`config.mk`:
```
export PLATFORM = sky130hd
export DESIGN_NAME = fso_status_outputs
export DESIGN_NICKNAME = d
export VERILOG_FILES = /design/src/fso_pkg.sv /design/src/fso_status_outputs.sv
export SDC_FILE = /design/constraint.sdc
export NUM_CORES = 1
export LEC_CHECK = 0
export BUFFER_PORTS_ARGS = -buffer_cell sky130_fd_sc_hd__buf_2
export CAP_MARGIN = 20
export CORE_MARGIN = 3
export CORE_UTILIZATION = 53
export DETAILED_ROUTE_END_ITERATION = 16
export PLACE_DENSITY = 0.86
export SLEW_MARGIN = 20
export SYNTH_ARGS = -nofsm -noshare
export SYNTH_HDL_FRONTEND = slang
export SYNTH_SLANG_ARGS = --single-unit
```
`constraint.sdc`:
```
create_clock -name clk_sys -period 3.45 [get_ports clk_sys]
set_input_delay 0.69 -clock clk_sys [delete_from_list [all_inputs] [get_ports clk_sys]]
set_output_delay 0.69 -clock clk_sys [all_outputs]
set_load 0.02 [all_outputs]
```
`src/fso_pkg.sv`:
```
// Function
// - ready is high only when a new operation may be started.
// - fault follows any abnormal system condition.
// - cycle_done rises when a cycle ends, also when cut short by a fault.
// - one judged cycle gives either pass or fail, never both.
// - a batch verdict gives batch_pass or batch_fail.
// - seat rises once the seating torque is reached.
// - reverse_active follows the tool reverse switch unless the latest cycle was externally started.
// - in externally started cycles reverse_active follows the external reverse input.
// - with sequencing on, sequence_done rises when all steps are finished.
// - lock_echo follows the lock input.
// - serial_err rises on a fault while reporting on the primary serial port.
// - with sequencing on, step_done rises after each step.
// - sequence_active is high while a job runs.
// - sequence_aborted rises when a running job is aborted.
// - sequence_pass rises when a running job ends, unless counting every attempt and a fail occurred.
// - pass-only counting: sequence_fail rises on the reject input.
// - count-every-attempt: sequence_fail at job end if any fail occurred.
// - tool_inhibited needs tool locked, lock input high and count complete.
// - strobe high, capture identifier, raise ack; strobe low, drop ack.
// - channel echo is binary on seven bits weighted 1 to 64.
// - with sequencing on, the echo reports the operating channel.
package fso_pkg;

    // bus
    localparam int ADDR_W = 4;
    localparam int DATA_W = 32;
    localparam logic [ADDR_W-1:0] OFS_CTRL = 4'h0;
    localparam logic [ADDR_W-1:0] OFS_STATUS = 4'h4;
    localparam logic [ADDR_W-1:0] OFS_VID = 4'h8;
    localparam logic [ADDR_W-1:0] OFS_CLEAR = 4'hC;

    // control register fields
    localparam int CTRL_SEQ_EN = 0;
    localparam int CTRL_ALL_COUNT = 1;
    localparam int CTRL_CHAN_LSB = 8;
    localparam int CTRL_CHAN_MSB = 14;

    // clear register fields, write one to clear
    localparam int CLR_CYCLE = 0;
    localparam int CLR_BATCH = 1;
    localparam int CLR_SEQ = 2;
    localparam int CLR_SERIAL = 3;

    localparam int CHAN_W = 7;
    localparam int VID_W = 32;
    localparam int STAT_W = 27;
    localparam logic [CHAN_W-1:0] CHAN_RST = 7'h01;

    // events and levels from the tool engine
    typedef struct packed {
        logic cycle_begin;
        logic ext_start;
        logic cycle_end;
        logic judged_ok;
        logic judged_ng;
        logic seat_reached;
        logic batch_ok;
        logic batch_ng;
        logic fault;
        logic serial_err;
        logic step_end;
        logic job_start;
        logic job_end;
        logic job_abort;
        logic tool_locked;
        logic count_complete;
        logic tool_rev_sw;
        logic [CHAN_W-1:0] op_channel;
    } fso_event_t;

    // output allocation bits
    typedef struct packed {
        logic ready;
        logic busy;
        logic fault;
        logic cycle_done;
        logic pass;
        logic fail;
        logic batch_pass;
        logic batch_fail;
        logic seat;
        logic reverse_active;
        logic sequence_done;
        logic lock_echo;
        logic serial_err;
        logic step_done;
        logic sequence_active;
        logic sequence_aborted;
        logic sequence_pass;
        logic sequence_fail;
        logic tool_inhibited;
        logic vehicle_id_ack;
        logic [CHAN_W-1:0] channel_echo;
    } fso_status_t;

    typedef enum logic [1:0] {
        VID_IDLE = 2'b00,
        VID_CAPTURE = 2'b01,
        VID_ACK = 2'b10
    } fso_vid_state_t;

endpackage : fso_pkg

```
`src/fso_status_outputs.sv`:
```
// Design decisions made here: the Avalon-MM interface to the registers and the placing of the registers.
`timescale 1ns/10ps
module fso_status_outputs (
    // clock and reset
    input wire logic clk_sys,
    input wire logic rst,
    // avalon-mm slave
    input wire logic [fso_pkg::ADDR_W-1:0] avs_address,
    input wire logic avs_read,
    input wire logic avs_write,
    input wire logic [fso_pkg::DATA_W-1:0] avs_writedata,
    input wire logic [3:0] avs_byteenable,
    output logic [fso_pkg::DATA_W-1:0] avs_readdata,
    output logic avs_waitrequest,
    // tool engine
    input wire fso_pkg::fso_event_t engine_ev,
    input wire logic [fso_pkg::VID_W-1:0] vehicle_id,
    // line controller inputs
    input wire logic ext_reverse,
    input wire logic lock,
    input wire logic reject,
    input wire logic vehicle_id_strobe,
    // output allocation bits
    output fso_pkg::fso_status_t status_out
);

    logic ack_q;
    logic seq_en_q;
    logic all_count_q;
    logic [fso_pkg::CHAN_W-1:0] sel_chan_q;
    logic [fso_pkg::VID_W-1:0] vid_q;
    logic [fso_pkg::DATA_W-1:0] rdata_q;
    logic ready_q, busy_q, fault_q, done_q, pass_q, fail_q, bpass_q, bfail_q, seat_q;
    logic ext_mode_q, rev_q, seq_done_q, lock_q, ser_q, step_q, act_q, abort_q;
    logic spass_q, sfail_q, ng_seen_q, inhib_q;
    logic [fso_pkg::CHAN_W-1:0] chan_q;
    fso_pkg::fso_vid_state_t vid_st_q;
    logic wr_hit, clr_cycle, clr_batch, clr_seq, clr_ser;
    fso_pkg::fso_status_t stat;

    // bus: one wait state, writes act when waitrequest is low
    assign avs_waitrequest = (avs_read | avs_write) & ~ack_q;
    assign wr_hit = avs_write & ack_q;
    assign clr_cycle = wr_hit && avs_address == fso_pkg::OFS_CLEAR
        && avs_byteenable[0] && avs_writedata[fso_pkg::CLR_CYCLE];
    assign clr_batch = wr_hit && avs_address == fso_pkg::OFS_CLEAR
        && avs_byteenable[0] && avs_writedata[fso_pkg::CLR_BATCH];
    assign clr_seq = wr_hit && avs_address == fso_pkg::OFS_CLEAR
        && avs_byteenable[0] && avs_writedata[fso_pkg::CLR_SEQ];
    assign clr_ser = wr_hit && avs_address == fso_pkg::OFS_CLEAR
        && avs_byteenable[0] && avs_writedata[fso_pkg::CLR_SERIAL];

    always_ff @(posedge clk_sys) begin
        if (rst) begin
            ack_q <= 1'b0;
        end else begin
            ack_q <= (avs_read | avs_write) & ~ack_q;
        end
    end

    // read data captured in the request cycle, unmapped reads give zero
    always_ff @(posedge clk_sys) begin
        if (rst) begin
            rdata_q <= '0;
        end else if (avs_read && !ack_q) begin
            unique case (avs_address)
                fso_pkg::OFS_CTRL: begin
                    rdata_q <= '0;
                    rdata_q[fso_pkg::CTRL_SEQ_EN] <= seq_en_q;
                    rdata_q[fso_pkg::CTRL_ALL_COUNT] <= all_count_q;
                    rdata_q[fso_pkg::CTRL_CHAN_MSB:fso_pkg::CTRL_CHAN_LSB] <= sel_chan_q;
                end
                fso_pkg::OFS_STATUS: begin
                    rdata_q <= {{(fso_pkg::DATA_W-fso_pkg::STAT_W){1'b0}}, stat};
                end
                fso_pkg::OFS_VID: begin
                    rdata_q <= vid_q;
                end
                default: begin
                    rdata_q <= '0;
                end
            endcase
        end
    end
    assign avs_readdata = rdata_q;

    // control register
    always_ff @(posedge clk_sys) begin
        if (rst) begin
            seq_en_q <= 1'b0;
            all_count_q <= 1'b0;
            sel_chan_q <= fso_pkg::CHAN_RST;
        end else if (wr_hit && avs_address == fso_pkg::OFS_CTRL) begin
            if (avs_byteenable[0]) begin
                seq_en_q <= avs_writedata[fso_pkg::CTRL_SEQ_EN];
                all_count_q <= avs_writedata[fso_pkg::CTRL_ALL_COUNT];
            end
            if (avs_byteenable[1]) begin
                sel_chan_q <= avs_writedata[fso_pkg::CTRL_CHAN_MSB:fso_pkg::CTRL_CHAN_LSB];
            end
        end
    end

    // ready, busy and fault
    always_ff @(posedge clk_sys) begin
        if (rst) begin
            ready_q <= 1'b0;
            busy_q <= 1'b0;
            fault_q <= 1'b0;
        end else begin
            fault_q <= engine_ev.fault;
            ready_q <= ~engine_ev.fault & ~busy_q & ~engine_ev.cycle_begin & ~inhib_q;
            if (engine_ev.fault || engine_ev.cycle_end) begin
                busy_q <= 1'b0;
            end else if (engine_ev.cycle_begin) begin
                busy_q <= 1'b1;
            end
        end
    end

    // cycle results, held until the next cycle or a clear; set wins
    always_ff @(posedge clk_sys) begin
        if (rst) begin
            done_q <= 1'b0;
            pass_q <= 1'b0;
            fail_q <= 1'b0;
            seat_q <= 1'b0;
        end else begin
            if (busy_q && (engine_ev.cycle_end || engine_ev.fault)) begin
                done_q <= 1'b1;
            end else if (engine_ev.cycle_begin || clr_cycle) begin
                done_q <= 1'b0;
            end
            if (engine_ev.judged_ng) begin
                pass_q <= 1'b0;
                fail_q <= 1'b1;
            end else if (engine_ev.judged_ok) begin
                pass_q <= 1'b1;
                fail_q <= 1'b0;
            end else if (engine_ev.cycle_begin || clr_cycle) begin
                pass_q <= 1'b0;
                fail_q <= 1'b0;
            end
            if (engine_ev.seat_reached) begin
                seat_q <= 1'b1;
            end else if (engine_ev.cycle_begin || clr_cycle) begin
                seat_q <= 1'b0;
            end
        end
    end

    // batch verdict
    always_ff @(posedge clk_sys) begin
        if (rst) begin
            bpass_q <= 1'b0;
            bfail_q <= 1'b0;
        end else if (engine_ev.batch_ng) begin
            bpass_q <= 1'b0;
            bfail_q <= 1'b1;
        end else if (engine_ev.batch_ok) begin
            bpass_q <= 1'b1;
            bfail_q <= 1'b0;
        end else if (clr_batch) begin
            bpass_q <= 1'b0;
            bfail_q <= 1'b0;
        end
    end

    // reverse echo source follows how the cycle was started
    always_ff @(posedge clk_sys) begin
        if (rst) begin
            ext_mode_q <= 1'b0;
            rev_q <= 1'b0;
        end else begin
            if (engine_ev.cycle_begin) begin
                ext_mode_q <= engine_ev.ext_start;
            end
            rev_q <= ext_mode_q ? ext_reverse : engine_ev.tool_rev_sw;
        end
    end

    // lock echo, inhibit and serial report error
    always_ff @(posedge clk_sys) begin
        if (rst) begin
            lock_q <= 1'b0;
            inhib_q <= 1'b0;
            ser_q <= 1'b0;
        end else begin
            lock_q <= lock;
            inhib_q <= engine_ev.tool_locked & lock & engine_ev.count_complete;
            if (engine_ev.serial_err) begin
                ser_q <= 1'b1;
            end else if (clr_ser) begin
                ser_q <= 1'b0;
            end
        end
    end

    // job sequencing
    always_ff @(posedge clk_sys) begin
        if (rst) begin
            act_q <= 1'b0;
            step_q <= 1'b0;
            seq_done_q <= 1'b0;
            abort_q <= 1'b0;
        end else begin
            if (engine_ev.job_start) begin
                act_q <= 1'b1;
            end else if (engine_ev.job_end || engine_ev.job_abort) begin
                act_q <= 1'b0;
            end
            if (seq_en_q && engine_ev.step_end) begin
                step_q <= 1'b1;
            end else if (engine_ev.cycle_begin || engine_ev.job_start || clr_seq) begin
                step_q <= 1'b0;
            end
            if (seq_en_q && act_q && engine_ev.job_end) begin
                seq_done_q <= 1'b1;
            end else if (engine_ev.job_start || clr_seq) begin
                seq_done_q <= 1'b0;
            end
            if (act_q && engine_ev.job_abort) begin
                abort_q <= 1'b1;
            end else if (engine_ev.job_start || clr_seq) begin
                abort_q <= 1'b0;
            end
        end
    end

    // job verdicts
    always_ff @(posedge clk_sys) begin
        if (rst) begin
            ng_seen_q <= 1'b0;
            spass_q <= 1'b0;
            sfail_q <= 1'b0;
        end else begin
            if (engine_ev.job_start) begin
                ng_seen_q <= 1'b0;
            end else if (act_q && engine_ev.judged_ng) begin
                ng_seen_q <= 1'b1;
            end
            if (act_q && engine_ev.job_end && !(all_count_q && ng_seen_q)) begin
                spass_q <= 1'b1;
            end else if (engine_ev.job_start || clr_seq) begin
                spass_q <= 1'b0;
            end
            if (!all_count_q && reject) begin
                sfail_q <= 1'b1;
            end else if (all_count_q && act_q && engine_ev.job_end && ng_seen_q) begin
                sfail_q <= 1'b1;
            end else if (engine_ev.job_start || clr_seq) begin
                sfail_q <= 1'b0;
            end
        end
    end

    // vehicle identifier handshake
    always_ff @(posedge clk_sys) begin
        if (rst) begin
            vid_st_q <= fso_pkg::VID_IDLE;
            vid_q <= '0;
        end else begin
            unique case (vid_st_q)
                fso_pkg::VID_IDLE: begin
                    if (vehicle_id_strobe) begin
                        vid_st_q <= fso_pkg::VID_CAPTURE;
                    end
                end
                fso_pkg::VID_CAPTURE: begin
                    vid_q <= vehicle_id;
                    vid_st_q <= fso_pkg::VID_ACK;
                end
                fso_pkg::VID_ACK: begin
                    if (!vehicle_id_strobe) begin
                        vid_st_q <= fso_pkg::VID_IDLE;
                    end
                end
                default: begin
                    vid_st_q <= fso_pkg::VID_IDLE;
                end
            endcase
        end
    end

    // channel echo
    always_ff @(posedge clk_sys) begin
        if (rst) begin
            chan_q <= fso_pkg::CHAN_RST;
        end else begin
            chan_q <= seq_en_q ? engine_ev.op_channel : sel_chan_q;
        end
    end

    always_comb begin
        stat.ready = ready_q;
        stat.busy = busy_q;
        stat.fault = fault_q;
        stat.cycle_done = done_q;
        stat.pass = pass_q;
        stat.fail = fail_q;
        stat.batch_pass = bpass_q;
        stat.batch_fail = bfail_q;
        stat.seat = seat_q;
        stat.reverse_active = rev_q;
        stat.sequence_done = seq_done_q;
        stat.lock_echo = lock_q;
        stat.serial_err = ser_q;
        stat.step_done = step_q;
        stat.sequence_active = act_q;
        stat.sequence_aborted = abort_q;
        stat.sequence_pass = spass_q;
        stat.sequence_fail = sfail_q;
        stat.tool_inhibited = inhib_q;
        stat.vehicle_id_ack = (vid_st_q == fso_pkg::VID_ACK);
        stat.channel_echo = chan_q;
    end
    assign status_out = stat;
endmodule : fso_status_outputs

```
After elaboration in Yosys (flattened, before gate mapping)
Index checks and enable logic that the tools add are counted.
Storage, ports and cells
  input bits: 104
  output and inout bits: 60
  logic and storage cells: 129
  bits in registers: 104
Cells by class
  muxes and demuxes: 28
  bitwise operators: 13
  equal/unequal tests: 7
  reduce and logical (&&, ||, !) cells: 52
Operators by type and width (count)
  32-bit case mux with 3 select lines: 1
  1-bit two-way mux: 23
  1-bit logical AND: 21
  2-bit nonzero test: 10
  3-bit nonzero test: 3
  4-bit == test, second input constant: 2
  2-bit OR reduction: 4
  1-bit AND: 7
  7-bit two-way mux: 1
  1-bit logical OR: 6
  2-bit case mux with 3 select lines: 1
  2-bit AND reduction: 3
  1-bit NOT: 5
  4-bit by 3-bit == test with 1-bit output, second input constant: 1
  4-bit zero test: 1
  2-bit two-way mux: 2
  2-bit != test, second input constant: 2
  1-bit zero test: 3
  2-bit by 1-bit == test with 1-bit output, second input constant: 1
  2-bit == test, second input constant: 1
  2-bit zero test: 1
  1-bit bitwise OR: 1

Depth between registers and ports, before layout
  depth in word-level cells: 8
  gate-level depth with buffers: 5
  mapped depth without buffers: 3

Worst setup path after synthesis
Ideal clock, no wire load.
  path kind: input -> register
  start point: input port avs_address[1] (netlist bit)
  end point: register sel_chan_q[0] (netlist bit)
  arrival time: 1.657 ns
  data required time: 3.311 ns
  cell stages on the path: 5
  path slack: 1.654 ns
  cell sequence: buf_6 > or4_1 > clkbuf_1 > o21ai_0 > nand3_1
On the way
  cells in the longest elaborated chain, start to end: 3
Ends and longest elaborated chain
  start, declared: line fso_status_outputs.sv:8  | input wire logic [fso_pkg::ADDR_W-1:0] avs_address,
  4-bit zero test: line fso_status_outputs.sv:93  | end else if (wr_hit && avs_address == fso_pkg::OFS_CTRL) begin
  1-bit logical AND: line fso_status_outputs.sv:93
  2-bit AND reduction (no line)
  end signal, assigned: line fso_status_outputs.sv:92  | sel_chan_q <= fso_pkg::CHAN_RST;
  end signal, assigned: line fso_status_outputs.sv:99  | sel_chan_q <= avs_writedata[fso_pkg::CTRL_CHAN_MSB:fso_pkg::CTRL_CHAN_LSB];
  end, declared: line fso_status_outputs.sv:30  | logic [fso_pkg::CHAN_W-1:0] sel_chan_q;
Every way passes these cells.
A chain may end at the register's enable or synchronous reset.

Final worst setup path
  start point: input port avs_address[3] (netlist bit)
  end point: register rdata_q, in the netlist avs_readdata[11]
On the way
  cells in the longest elaborated chain, start to end: 2
Ends and longest elaborated chain
  4-bit == test, or another cell as far along: line fso_status_outputs.sv:66  | unique case (avs_address)
  32-bit case mux with 3 select lines (*): line fso_status_outputs.sv:66
  end signal, assigned by index: line fso_status_outputs.sv:69  | rdata_q[fso_pkg::CTRL_SEQ_EN] <= seq_en_q;
  end signal, assigned by index: line fso_status_outputs.sv:70  | rdata_q[fso_pkg::CTRL_ALL_COUNT] <= all_count_q;
  end signal, assigned by index: line fso_status_outputs.sv:71  | rdata_q[fso_pkg::CTRL_CHAN_MSB:fso_pkg::CTRL_CHAN_LSB] <= sel_chan_q;
  end, declared: line fso_status_outputs.sv:32  | logic [fso_pkg::DATA_W-1:0] rdata_q;
Every way passes the cells marked *; elsewhere a longest branch is shown, timed or not.

==> impl_metrics.py <==
metrics = {
    "run_status": {
        "status": "completed",
    },
    "clock_network": {
        "clk_path_buf_depth": 2,
        "htree_levels": 3,
        "cts-buffers-inserted": 9,
        "clk_pin_slew_ps": 90,
        "cts_hold_buf": 0,
        "cts_sinks": 104,
        "insertion_delay_ps": 360,
        "cts_root_buffer": "clkbuf_8",
        "cts_setup_buffers": 0,
        "cts_tree": "built",
        "cts_resized": 0,
    },
    "critical_path": {
        "arrival_ps": 2320,
        "r2r_end": "avs_readdata[22]",
        "startpoint_type": "primary input",
        "ff2ff_setup_slack_ps": 1870,
        "worstRegToRegCells": 3,
        "path_class": "in -> reg",
        "path_max_fanout": 42,
        "end_kind": "register",
        "crit_start": "avs_address[3]",
        "critPathCapture": "avs_readdata[11]",
        "worstReg2RegStart": "ack_q",
        "required_ps": 3730,
    },
    "synth": {
        "yosys-top-cells-count": "dfxtp_1, nand2_1, a21oi_1",
        "yosys_warnings": 0,
        "syn_nets": 607,
        "synth-edff-count": 0,
        "synth_area_leaders": "dfxtp_1, a21oi_1, nand2_1",
        "synth_most_common_cell": "dfxtp_1",
        "synthFlopType": "dfxtp_1",
        "yosysTopAreaCellShare_pct": 46.5,
        "yosys.area.top_type": "dfxtp_1",
        "synthesis.area_sq_um": 4480,
        "synth.distinct_cells": 43,
        "async_flop_share_pct": 0,
        "synthCells": 503,
        "ys_seq_area_share_pct": 46.5,
        "avgSynthCellArea_sq_um": 8.91,
        "synth_seq_cells": 104,
    },
    "final_layout": {
        "stdcell_count": 708,
        "final_area_sq_um": 5240,
        "final_nets": 705,
        "regArea_sq_um": 2080,
        "syn_to_final_growth_pct": 17.0,
        "drive_above_1_share_pct": 29.9,
        "fillCellCount": 670,
        "antennaDiodeCount": 0,
        "fin_util_pct": 65.8,
        "multiInputGateArea_sq_um": 2060,
    },
    "grt": {
        "grt_max_degree": 51,
        "first_global_vias": 3822,
        "overflow": 0,
        "grt_usage_pct": 23.9,
        "grt_first_pass_wirelength_microns": 18500,
        "antenna_found_initial": 0,
    },
    "die": {
        "coreArea_sq_um": 7970,
        "die_h_microns": 97.9,
        "num_rows": 32,
        "boundaryPins": 164,
        "initial_core_util_pct": 56.2,
        "die_x_microns": 97.9,
        "die-area_sq_um": 9590,
    },
    "placement": {
        "place.port_buffers": 140,
        "place.gp.congestion": 0.907,
        "pre_cts_slack_ps": 1050,
        "placed_cell_area_sq_um": 5030,
        "dpl.hpwl_microns": 8470,
        "dp_cells": 692,
    },
    "routing": {
        "drt_iter0_drc": 197,
        "routedWlPerCell_microns": 16.4,
        "ant_nets": 0,
        "drtPass1Iterations": 5,
        "wl_microns": 11600,
        "viasPerCell": 5.61,
        "num_vias": 3974,
        "route.detailed.drc": 0,
    },
    "sta": {
        "slew_headroom_pct": 40.0,
        "setup_violations": 0,
        "hold_violations": 0,
        "fin_setup_tns_ps": 0,
        "maxSlewViolCount": 0,
        "period_share_pct": 59.1,
        "fmax_ghz": 0.490,
        "min_period_ps": 2040,
        "skew_ps": 12.3,
        "grt_setup_unrepaired": "no",
        "timing.final.ws_setup_ps": 1410,
        "whs_ps": 453,
        "worst_slew_pin_slew_ps": 900,
    },
    "job": {
        "maxCapViolations": 0,
    },
    "worst_hold_path": {
        "hold_path.class": "reg -> reg",
    },
    "power": {
        "p_total_mw": 2.31,
        "irDropWorstVdd_mv": 0.202,
        "leakage_nw": 2.29,
        "power.density_nw_per_um2": 441,
    },
}
[layout make-up]
class / count / share of cell area, %
well taps: 102 / 2.43
clock inverters: 5 / 1.55
repair buffers: 145 / 14.1
clock buffers: 11 / 2.51
flip-flops and latches: 104 / 39.7
inverters: 7 / 0.501
multi-input cells: 334 / 39.2
[sequential cells by signal, summed over array words and instances, names as in the netlist, 2 cells and up]
register and flops:
chan_q 7, avs_readdata 32, sel_chan_q 7, vid_q 32
vid_st_q 2
[worst min-delay path by stage]
| stage | from | to | slack [ps] | cells past startpoint |
|---|---|---|---|---|
| 2_1_floorplan | inhib_q | ready_q | 410 | 1 |
| 3_3_place_gp | vid_q[4] | vid_q[4] | 440 | 2 |
| 3_5_place_dp | vid_q[20] | vid_q[20] | 440 | 2 |
| 4_1_cts | vid_q[20] | vid_q[20] | 460 | 2 |
| 5_1_grt | avs_readdata[25] | avs_readdata[25] | 480 | 2 |
| 6_report | vid_q[20] | vid_q[20] | 450 | 2 |
[kinds of logic after synthesis]
family | synth area share [%]
mux | 4.27
flops | 46.5
buf+inv | 7.79
simple gates | 22.8
compound gates | 18.6
[layout by cell type (no fill, tap or decap), types with 3 or more instances in the layout]
master,Yosys,routed
nor2b_1,5,3
nor2_1,16,16
nand3_1,18,18
mux2i_1,9,9
and3_1,4,4
o2bb2ai_1,9,9
mux2_2,9,9
a22oi_1,9,9
dfxtp_1,104,104
o21ai_0,9,9
inv_1,7,7
buf_4,20,5
nand2_1,89,89
nor3_1,4,4
and3b_1,35,35
a32o_1,4,4
clkbuf_8,0,9
a22o_1,4,4
o211ai_1,19,19
buf_2,5,140
a21oi_1,67,67
[report_power, final]
part / total, mW / switching, mW / internal [mW]
Combinational: 0.239 / 0.148 / 0.0910
Clock: 0.816 / 0.406 / 0.410
Sequential: 1.26 / 0.0243 / 1.23
Total: 2.31 / 0.578 / 1.73
[worst max-delay path: stages]
cell and delay, ps:
buf_2 490, nor4b_4 750, a22oi_1 190, o2bb2ai_1 190
[layer usage]
layer | share of wire, % | GRT usage, %
met1 | 41 | 30.9
met2 | 50 | 39.3
met3 | 6.7 | 4.43
met4 | 2.5 | 10.0
met5 | 0 | 0
No activity file was read; power rests on OpenSTA's default activity.
